<file path="src/logic/srrc_pkg.sv">
// Constants and types for the system reset and reference controller.
// Assumes a single 100 MHz system clock; fuse codes arrive as static inputs.
//
// Operation
// - While reset holds, I/O registers load initial values; run restarts at vector.
// - Port reset goes active immediately from any source but the watchdog, without a clock.
// - After all sources go inactive, internal reset is stretched by fuse-selected delay.
// - Five sources: power-on, pin, watchdog, brown-out, test-port register.
// - Power-on reset holds while supply below level; rising supply starts delay.
// - Supply drop reasserts reset at once, no stretching on assertion.
// - Low active-low pin resets even without clock; short pulses not guaranteed.
// - Pin returning high starts delay; processor released after time-out.
// - Enabled brown-out asserts reset immediately; recovery starts delay counter.
// - Watchdog expiry resets only while watchdog enabled.
// - Watchdog time-out makes one-cycle pulse; delay starts at its falling edge.
// - Reset held while test-port reset register holds one.
// - Reference enable is OR of brown-out fuse, bandgap select, converter enable.
// - Watchdog flag set on watchdog reset, cleared by power-on or software zero.
// - Power-on flag set on power-on reset, cleared only by software zero or rst_in.
`default_nettype none

package srrc_pkg;

   // ---------------------------------------------------------------
   // Delay selection
   // ---------------------------------------------------------------
   localparam int unsigned SRRC_CNT_W = 20;
   // Fuse-selected stretch lengths in cycles, index = {startup high bit, clock-select low bit}
   localparam logic [SRRC_CNT_W-1:0] SRRC_DLY_0 = 20'h00004;
   localparam logic [SRRC_CNT_W-1:0] SRRC_DLY_1 = 20'h00400;
   localparam logic [SRRC_CNT_W-1:0] SRRC_DLY_2 = 20'h01000;
   localparam logic [SRRC_CNT_W-1:0] SRRC_DLY_3 = 20'h10000;
   localparam logic [SRRC_CNT_W-1:0] SRRC_CNT_RST = 20'h00000;
   localparam logic [1:0]            SRRC_SYNC_RST = 2'h3;
   localparam logic [2:0]            SRRC_BOD_OFF  = 3'h7;

   // ---------------------------------------------------------------
   // Source bundle
   // ---------------------------------------------------------------
   typedef struct packed {
      logic por;
      logic ext;
      logic wdt;
      logic brownout_detector;
      logic tap;
   } srrc_src_t;

   typedef struct packed {
      logic wdt_flag;
      logic por_flag;
   } srrc_flags_t;

   typedef enum logic [1:0] {
      SRRC_HOLD,
      SRRC_COUNT,
      SRRC_RUN
   } srrc_state_t;

endpackage : srrc_pkg

`default_nettype wire

</file>
<file path="src/logic/srrc_top.sv">
// System reset and reference controller: merges reset sources, stretches
// internal reset, keeps reset flags and drives the bandgap enable.
// Assumes analog detectors and the pin are asynchronous; fuses are static.
`default_nettype none

module srrc_top
   import srrc_pkg::*;
(
   input  wire logic        clk_sys_in,               // System clock 100 MHz
   input  wire logic        rst_in,                   // Async reset, active high
   input  wire logic        supply_low_in,            // Supply below power-on level
   input  wire logic        ext_reset_n_in,           // External reset pin, active low
   input  wire logic        wdt_timeout_in,           // Watchdog expiry event
   input  wire logic        wdt_enable_in,            // Watchdog enabled
   input  wire logic        avcc_low_in,              // Supply below brown-out level
   input  wire logic [2:0]  brownout_level_fuse_in,   // All ones = detector off
   input  wire logic        tap_reset_in,             // Test-port reset register bit
   input  wire logic [1:0]  startup_time_fuse_in,     // Start-up time fuse
   input  wire logic [3:0]  clock_select_fuse_in,     // Clock select fuse
   input  wire logic        comparator_bandgap_select_in, // Bandgap to comparator
   input  wire logic        adc_enable_in,            // Converter enabled
   input  wire logic        wdt_flag_clr_in,          // Software writes zero to flag
   input  wire logic        por_flag_clr_in,          // Software writes zero to flag
   output logic             port_reset_out,           // Port reset, async assert except watchdog
   output logic             cpu_reset_out,            // Stretched internal reset
   output logic             ref_enable_out,           // Bandgap reference enable
   output srrc_flags_t      flags_out                 // Reset cause flags
);

   // ---------------------------------------------------------------
   // Immediate source combining
   // ---------------------------------------------------------------
   logic      bod_on;
   logic      async_src;
   logic      wdt_pulse_q;
   srrc_src_t src;

   function automatic logic [SRRC_CNT_W-1:0] delay_sel(input logic [1:0] startup_time_fuse, input logic [3:0] cks);
      case ({startup_time_fuse[1], cks[0]})
         2'h0:    delay_sel = SRRC_DLY_0;
         2'h1:    delay_sel = SRRC_DLY_1;
         2'h2:    delay_sel = SRRC_DLY_2;
         default: delay_sel = SRRC_DLY_3;
      endcase
   endfunction : delay_sel

   assign bod_on    = (brownout_level_fuse_in != SRRC_BOD_OFF);
   assign src.por   = supply_low_in;
   assign src.ext   = ~ext_reset_n_in;
   assign src.brownout_detector   = bod_on & avcc_low_in;
   assign src.tap   = tap_reset_in;
   assign src.wdt   = wdt_pulse_q;
   assign async_src = rst_in | src.por | src.ext | src.brownout_detector | src.tap;

   // ---------------------------------------------------------------
   // Watchdog pulse, one clock wide
   // ---------------------------------------------------------------
   logic wdt_prev_q;

   always_ff @(posedge clk_sys_in or posedge async_src) begin
      if (async_src) begin
         wdt_prev_q  <= 1'b0;
         wdt_pulse_q <= 1'b0;
      end else begin
         wdt_prev_q  <= wdt_timeout_in;
         wdt_pulse_q <= wdt_timeout_in & ~wdt_prev_q & wdt_enable_in;
      end
   end

   // ---------------------------------------------------------------
   // Release synchroniser: assert at once, release after two edges
   // ---------------------------------------------------------------
   logic [1:0] sync_q;

   always_ff @(posedge clk_sys_in or posedge async_src) begin
      if (async_src) begin
         sync_q <= SRRC_SYNC_RST;
      end else begin
         sync_q <= {sync_q[0], 1'b0};
      end
   end

   // Port reset follows sources other than the watchdog without a clock; flop kept for release timing
   logic port_rst_q;

   always_ff @(posedge clk_sys_in or posedge async_src) begin
      if (async_src) begin
         port_rst_q <= 1'b1;
      end else begin
         port_rst_q <= sync_q[1] | wdt_pulse_q;
      end
   end
   assign port_reset_out = port_rst_q;

   // ---------------------------------------------------------------
   // Delay counter
   // ---------------------------------------------------------------
   srrc_state_t           state_q;
   logic [SRRC_CNT_W-1:0] cnt_q;
   logic                  hold;

   // Watchdog pulse restarts the count; counting begins after its fall
   assign hold = sync_q[1] | wdt_pulse_q;

   always_ff @(posedge clk_sys_in or posedge async_src) begin
      if (async_src) begin
         state_q <= SRRC_HOLD;
         cnt_q   <= SRRC_CNT_RST;
      end else begin
         case (state_q)
            SRRC_HOLD: begin
               cnt_q <= SRRC_CNT_RST;
               if (!hold) begin
                  state_q <= SRRC_COUNT;
               end
            end
            SRRC_COUNT: begin
               if (hold) begin
                  state_q <= SRRC_HOLD;
                  cnt_q   <= SRRC_CNT_RST;
               end else if (cnt_q >= delay_sel(startup_time_fuse_in, clock_select_fuse_in) - 20'h00001) begin
                  state_q <= SRRC_RUN;
               end else begin
                  cnt_q <= cnt_q + 20'h00001;
               end
            end
            SRRC_RUN: begin
               if (hold) begin
                  state_q <= SRRC_HOLD;
               end
            end
            default: begin
               state_q <= SRRC_HOLD;
            end
         endcase
      end
   end

   // Processor sees reset until run; vector fetch follows release
   always_ff @(posedge clk_sys_in or posedge async_src) begin
      if (async_src) begin
         cpu_reset_out <= 1'b1;
      end else begin
         cpu_reset_out <= ~(state_q == SRRC_RUN) | hold;
      end
   end

   // ---------------------------------------------------------------
   // Reset flags; set wins over a software clear
   // ---------------------------------------------------------------
   logic por_seen_q;

   always_ff @(posedge clk_sys_in or posedge rst_in) begin
      if (rst_in) begin
         flags_out  <= '0;
         por_seen_q <= 1'b0;
      end else begin
         por_seen_q <= src.por;
         if (src.por) begin
            flags_out.por_flag <= 1'b1;
         end else if (por_flag_clr_in) begin
            flags_out.por_flag <= 1'b0;
         end
         if (wdt_pulse_q) begin
            flags_out.wdt_flag <= 1'b1;
         end else if (src.por | por_seen_q | wdt_flag_clr_in) begin
            flags_out.wdt_flag <= 1'b0;
         end
      end
   end

   // ---------------------------------------------------------------
   // Bandgap reference enable
   // ---------------------------------------------------------------
   // No start-up wait here: software must allow it when brown-out is off
   always_ff @(posedge clk_sys_in or posedge rst_in) begin
      if (rst_in) begin
         ref_enable_out <= 1'b0;
      end else begin
         ref_enable_out <= bod_on | comparator_bandgap_select_in | adc_enable_in;
      end
   end

endmodule : srrc_top

`default_nettype wire

</file>
<file path="config.mk">
export PLATFORM = sky130hd
export DESIGN_NAME = srrc_top
export DESIGN_NICKNAME = d
export VERILOG_FILES = /design/src/logic/srrc_pkg.sv /design/src/logic/srrc_top.sv
export SDC_FILE = /design/constraint.sdc
export NUM_CORES = 1
export LEC_CHECK = 0
export BUFFER_PORTS_ARGS = -buffer_cell sky130_fd_sc_hd__buf_2
export CORE_UTILIZATION = 55
export CTS_CLUSTER_DIAMETER = 40
export CTS_CLUSTER_SIZE = 28
export DETAILED_ROUTE_END_ITERATION = 8
export GPL_ROUTABILITY_DRIVEN = 0
export PLACE_DENSITY = 0.79
export SKIP_CTS_REPAIR_TIMING = 1
export SYNTH_ARGS = -nofsm -noshare
export SYNTH_HDL_FRONTEND = slang
export SYNTH_SLANG_ARGS = --single-unit
</file>
<file path="constraint.sdc">
create_clock -name clk_sys_in -period 5.4 [get_ports clk_sys_in]
set_input_delay 0.27 -clock clk_sys_in [delete_from_list [all_inputs] [get_ports clk_sys_in]]
set_output_delay 0.27 -clock clk_sys_in [all_outputs]
set_load 0.03 [all_outputs]
</file>
==> results of run 1 <==
cells in the final DEF, fill, tap and decap left out, types with 6 or more instances in the layout:
cell     count
nand3_1     11
o31ai_1      6
dfrtp_1     28
nand4_1      6
ha_1         8
buf_2       21
nor2_1      11
a21oi_1     12
nand2_1     23
o21ai_0      7
inv_1        8
worst register-to-register path, cell delays in order, from the launching register on:
cell	delay [ns]
dfrtp_1	0.45
or3_1	0.42
or4_4	0.50
a2111oi_4	0.46
o211a_4	0.32
or3b_2	0.18
mux2i_1	0.22
how the worst min path moves through the flow:
stage	start	to	slack, ns
after floorplan	rst_in	flags_out[0]	0.04
after CTS	rst_in	ref_enable_out	-0.21
after detailed placement	rst_in	ref_enable_out	0.17
after global routing	wdt_timeout_in	wdt_prev_q	0.02
final	wdt_timeout_in	wdt_prev_q	0.05
after global placement	rst_in	ref_enable_out	0.15
logic make-up after synthesis:
logic type	count (synthesis)
buffers and inverters	13
muxes	4
adders and majority gates	8
other	1
and+or+nand+nor	93
DFF	32
AOI/OAI and AO/OA	47
per-stage QoR:
step                      power, W  setup WS (ns)  utilization, %  hold slack (ns)
final                     0.000462           2.77            66.7           0.0458
after floorplan           0.000274           2.67               -           0.0361
after global placement    0.000285           2.70            64.0            0.154
after detailed placement  0.000287           2.64            64.0            0.168
after global routing      0.000481           2.62            66.7           0.0190
after CTS                 0.000468           2.78            66.4           -0.214
final cells by class:
type                    instances  area, sq um
well taps                      44         55.1
clock buffers                   6         41.3
multi-input cells             153         1010
repair buffers                 23          123
clock inverters                 2         35.0
inverters                       8         30.0
fillers                       268         1050
flip-flops and latches         32          806
power breakdown:
part | internal [W] | switching, W | total (W)
clock | 0.0000969 | 0.0000816 | 0.000179
sequential | 0.000245 | 0.00000266 | 0.000248
combinational | 0.0000136 | 0.0000222 | 0.0000358
total | 0.000355 | 0.000106 | 0.000462
per-layer routing:
metal  vias to the layer above  global-route usage [%]
li1                        788                       -
met1                       797                    33.0
met2                        64                    44.3
met3                        14                    6.82
met4                         0                    14.3
met5                         -                       0
flip-flops by register name, indices dropped and copies added, names as in the netlist:
signal          flops
port_reset_out      1
wdt_prev_q          1
sync_q              2
state_q             2
ref_enable_out      1
cpu_reset_out       1
por_seen_q          1
wdt_pulse_q         1
cnt_q              20
flags_out           2
==> reports/metrics.yaml, run 1 <==
detailed_routing:
  wl_met2_um: 1940
  vias: 1663
  wl_met1_um: 1790
  drtIter0Drc: 185
  drt-total-wl_um: 4090
  drtPass1Iterations: 4
  vias_per_cell: 6.21
  routedWlPerCell_um: 15.3
  drc: 0
  ant_nets: 0
  top_layer: "met4"
  route.met3.wl_um: 244
floorplanning:
  rows: 20
  ios: 26
  die_x_um: 60.4
  core_sq_mm: 0.00315
  die_h_um: 60.4
  start_util_pct: 59.4
  fp.dieArea_sq_mm: 0.00364
critical_path:
  crit_cells: 6
  r2r-end: "cnt_q[1]"
  worst-r2r-cell-count: 6
  cp.arrival_ns: 2.89
  worstReg2RegStart: "cnt_q[4]"
  cp-end-kind: "register"
  cpLargestDelayFamily: "simple AND/OR/NAND/NOR gates"
  startpoint: "cnt_q[4]"
  cpMaxStageDelayCell: "or4_4"
  path_class: "reg -> reg"
  crit_fanout: 15
  startpoint_type: "register"
  crit_path_max_incr_delay_ns: 0.50
  cp_num_buf_inv: 0
  critical_path.cell_chain: "or3_1, or4_4, a2111oi_4, o211a_4, or3b_2, mux2i_1"
  crit_end: "cnt_q[1]"
  r2r_setup_slack_ns: 2.77
  worstPathRequired_ns: 5.65
cells_and_area:
  diodes: 0
  nets: 252
  finalNonFillerCells: 268
  area_delta_synth_final_pct: 12.4
  drive_above_1_share_pct: 20.5
  final_area_sq_mm: 0.00210
placement:
  io_buffers: 21
  place_inst: 259
  place_hpwl_um: 3040
  placed_area_sq_mm: 0.00202
synth:
  synth.top_cells.by_count: "dfrtp_1 (28), nand2_1 (23), a21oi_1 (13)"
  async_flop_share_pct: 100
  synth_nets: 227
  synth_top_area_share_pct: 37.4
  synth_most_common_cell: "dfrtp_1"
  synth_compound_area_share_pct: 18.6
  yosys.area_share.adder_pct: 5.34
  ys_warn_count: 0
  syn_avg_cell_area_sq_um: 9.46
  syn-cell-area_sq_mm: 0.00187
  synth-xor-area-share_pct: 0
  synth_enable_flop_cells: 0
  netlist_instances: 198
  synth_flop_cell: "dfrtp_1"
  synth_top_area_cell: "dfrtp_1"
  synthDistinctLibCells: 48
  synth_top_family_by_area: "simple AND/OR/NAND/NOR gates"
  yosys-top-cells-area: "dfrtp_1 (37%), dfstp_2 (5.6%), ha_1 (5.3%), nand2_1 (4.6%), a21oi_1 (3.5%)"
  yosys.area_share.simple_pct: 27.4
  ys_ff_latch: 32
  muxShareOfSynthArea_pct: 2.40
  ys_seq_area_share_pct: 43.0
sta:
  fin_crit_ns: 2.63
  finalSetupTns_ns: 0
  max_freq_mhz: 380
  fin_skew_ns: 0.0108
  drv_slew: 0
  timing.final.crit_share_pct: 48.7
  worst_pin_slew_ns: 1.03
  final-hold-violation-count: 0
  finalSetupViolCount: 0
  slew_headroom_pct: 31.2
  rsz0062_at_grt: "no"
clock_network:
  clock_path_buffers: 2
  cts_made_buffers: 5
  clock_sinks: 32
  clockRootBuffer: "clkbuf_4"
  clkTransAtPathRegs_ns: 0.10
  ctsHtreeMaxLevel: 2
  cts_tree: "yes"
  clk_latency_ns: 0.34
hold_path:
  hp-class: "in -> reg"
  worstHoldPathCells: 1
grt:
  grt_pass1_vias: 1635
  grt_pass1_wl_um: 7180
  grt_max_degree: 29
  grtUsageTotal_pct: 27.1
  grt_overflow_total: 0
  grt_antenna_before_repair: 0
power_and_ir_drop:
  powerDensity_mw_per_mm2: 219
  leakage_nw: 0.914
  peakVddDrop_mv: 0.128
run:
  max_cap_violations: 0
status:
  status: "completed"
No activity file was read; power rests on OpenSTA's default activity.
==> run 2, diff against run 1 <==
--- a/config.mk
+++ b/config.mk
@@ -6,12 +6,12 @@
 export NUM_CORES = 1
 export LEC_CHECK = 0
 export BUFFER_PORTS_ARGS = -buffer_cell sky130_fd_sc_hd__buf_2
-export CORE_UTILIZATION = 55
+export CORE_UTILIZATION = 51
 export CTS_CLUSTER_DIAMETER = 40
 export CTS_CLUSTER_SIZE = 28
 export DETAILED_ROUTE_END_ITERATION = 8
 export GPL_ROUTABILITY_DRIVEN = 0
-export PLACE_DENSITY = 0.79
+export PLACE_DENSITY = 0.77
 export SKIP_CTS_REPAIR_TIMING = 1
 export SYNTH_ARGS = -nofsm -noshare
 export SYNTH_HDL_FRONTEND = slang
==> constraint.sdc (replaced) <==
create_clock -name clk_sys_in -period 2.2 [get_ports clk_sys_in]
set_input_delay 0.11 -clock clk_sys_in [delete_from_list [all_inputs] [get_ports clk_sys_in]]
set_output_delay 0.11 -clock clk_sys_in [all_outputs]
set_load 0.03 [all_outputs]
==> run 2 against run 1 <==
Compared with the run above: the run now ends with setup timing left; highest routed layer unchanged; total power rose to 2.5 times the previous value; die area grew 7.6%; global-route usage fell by 2.6 points; maximum frequency is 10% higher; register-to-register slack got worse by 3.0 ns; combinational power increased to 3.0 times the previous value; first-iteration DRC count fell by 8.6%; critical path type unchanged; largest cell class unchanged; final cell count rose by 16%; clock power is 150% higher; critical endpoint is now cnt_q[16]; sequential share of layout area shrank 6.6 points; critical path depth rose by 2.
==> reports/metrics.yaml, run 2 (synthesis gave the netlist of run 1 again) <==
status:
  status: "complete, but fails checks"
  failed_checks: "setup timing"
cells_and_area:
  nets: 292  # +16%
  mostFrequentLayoutCells: "buf_4 (32), dfrtp_1 (28), buf_2 (21), nand2_1 (20), nor2_1 (11)"
  top_register: "cnt_q"
  fillCellCount: 228  # -15%
  largest_reg_flops: 20  # unchanged
  area_delta_synth_final_pct: 35.9
  diodes: 0  # unchanged
  fin_util_pct: 74.5  # +7.8 points
  layout_commonest_cell: "buf_4"
  final_area_sq_mm: 0.00254  # +21%
  drive_above_1_share_pct: 37.1  # +17 points
grt:
  grt_pass1_wl_um: 7390  # +2.9%
  grt_antenna_before_repair: 0  # unchanged
  grt_overflow_total: 0  # unchanged
  grtUsageTotal_pct: 24.5  # -2.6 points
  grt_pass1_vias: 1668  # +2.0%
  grt_max_degree: 29  # unchanged
power_and_ir_drop:
  peakVddDrop_mv: 0.460  # +260%
  powerDensity_mw_per_mm2: 457  # +110%
  leakage_nw: 1.11  # +22%
sta:
  fin_crit_ns: 2.39  # -0.246 ns
  finalSetupViolCount: 19  # +19
  fin_skew_ns: 0.00570  # -0.00512 ns
  rsz0062_at_grt: "yes"
  timing.final.crit_share_pct: 108  # +60 points
  layout_setup_ws_ns: -0.186  # -2.95 ns
  max_freq_mhz: 419  # +10%
  final-hold-violation-count: 0  # unchanged
  drv_slew: 0  # unchanged
critical_path:
  path_class: "reg -> reg"
  cp-end-kind: "register"
  r2r-end: "cnt_q[16]"
  critical_path.cell_chain: "or3_4, or4_4, a2111oi_4, buf_4, o211a_4, buf_12, nor3_2, o21a_1"
  crit_path_max_incr_delay_ns: 0.44  # -0.06 ns
  worst-r2r-cell-count: 8  # +2
  startpoint_type: "register"
  worstReg2RegStart: "cnt_q[6]"
  cp.arrival_ns: 2.62  # -0.27 ns
  cpMaxStageDelayCell: "or4_4"
  crit_end: "cnt_q[16]"
  startpoint: "cnt_q[6]"
  worstPathRequired_ns: 2.44  # -3.21 ns
  cp_num_buf_inv: 2  # +2
  crit_cells: 8  # +2
  cpLargestDelayFamily: "simple AND/OR/NAND/NOR gates"
  crit_fanout: 10  # -5
  r2r_setup_slack_ns: -0.19  # -2.95 ns
detailed_routing:
  drc: 0  # unchanged
  drt-total-wl_um: 5000  # +22%
  vias_per_cell: 5.89  # -5.0%
  routedWlPerCell_um: 16.1  # +5.7%
  ant_nets: 0  # unchanged
  drtPass1Iterations: 4  # unchanged
  vias: 1827  # +9.9%
  drtIter0Drc: 169  # -8.6%
floorplanning:
  core_sq_mm: 0.00342  # +8.3%
  die_h_um: 62.6  # +3.7%
  fp.dieArea_sq_mm: 0.00392  # +7.6%
  die_x_um: 62.6  # +3.7%
  ios: 26  # unchanged
  rows: 21  # +5.0%
  start_util_pct: 54.8  # -4.6 points
run:
  max_cap_violations: 0  # unchanged
clock_network:
  clk_latency_ns: 0.34  # about the same
  ctsHtreeMaxLevel: 2  # unchanged
  clockRootBuffer: "clkbuf_4"
  clock_sinks: 32  # unchanged
  cts_made_buffers: 5  # unchanged
  clkTransAtPathRegs_ns: 0.10  # about the same
  clock_path_buffers: 2  # unchanged
  cts_tree: "yes"
placement:
  io_buffers: 21  # unchanged
  placed_area_sq_mm: 0.00226  # +12%
  place_hpwl_um: 3220  # +6.0%
hold_path:
  hp-class: "in -> reg"
-- run 2: worst min-delay path by stage --
stage	from	endpoint	slack [ns]	depth (start not counted)
global placement	rst_in	ref_enable_out	0.001	2
CTS	rst_in	ref_enable_out	-0.37	2
finish	por_flag_clr_in	flags_out[0]	0.02	3
floorplan	rst_in	flags_out[0]	-0.12	1
global route	por_flag_clr_in	flags_out[0]	0.03	3
detailed placement	rst_in	ref_enable_out	0.006	2
-- run 2: power by group --
group          internal (W)  switching, W  total [W]
clock network      0.000238      0.000209   0.000447
logic             0.0000455     0.0000621   0.000108
registers          0.000601    0.00000634   0.000607
total              0.000885      0.000278    0.00116
-- run 2: through the flow --
| stage | setup WS, ns | TNS, ns | hold slack (ns) | cells | total power, W |
|---|---|---|---|---|---|
| 4_1_cts | -0.201 | -1.92 | -0.372 | 297 | 0.00116 |
| 3_5_place_dp | -0.181 | -1.83 | 0.00592 | 289 | 0.000712 |
| 2_1_floorplan | -0.139 | -0.525 | -0.124 | 198 | 0.000674 |
| 6_report | -0.186 | -1.99 | 0.0215 | 310 | 0.00116 |
| 5_1_grt | -0.249 | -3.77 | 0.0323 | 310 | 0.00120 |
| 3_3_place_gp | -0.146 | -1.18 | 0.00108 | 289 | 0.000709 |
-- run 2: area by class of cell --
class | count | area, sq um | share of cell area, %
Sequential cell | 32 | 806 | 31.7
Inverter | 8 | 30.0 | 1.18
Timing Repair Buffer | 63 | 458 | 18.0
Clock inverter | 2 | 35.0 | 1.38
Clock buffer | 6 | 41.3 | 1.62
Tap cell | 46 | 57.6 | 2.26
Multi-Input combinational cell | 153 | 1120 | 43.9
-- run 2: metal layers --
layer  track usage (%)  up-vias  part of all wire, %
li1                  -      865                    -
met1              33.6      896                   44
met2              37.8       57                   49
met3              7.12        9                  5.5
met4              6.69        0                  1.6
met5                 0        -                    0
-- run 2: tightest hold or removal path, delay by kind of cell --
kind                   cells  cell delay (ns)
AO/OA/AOI/OAI              1             0.09
buffers and inverters      2             0.13
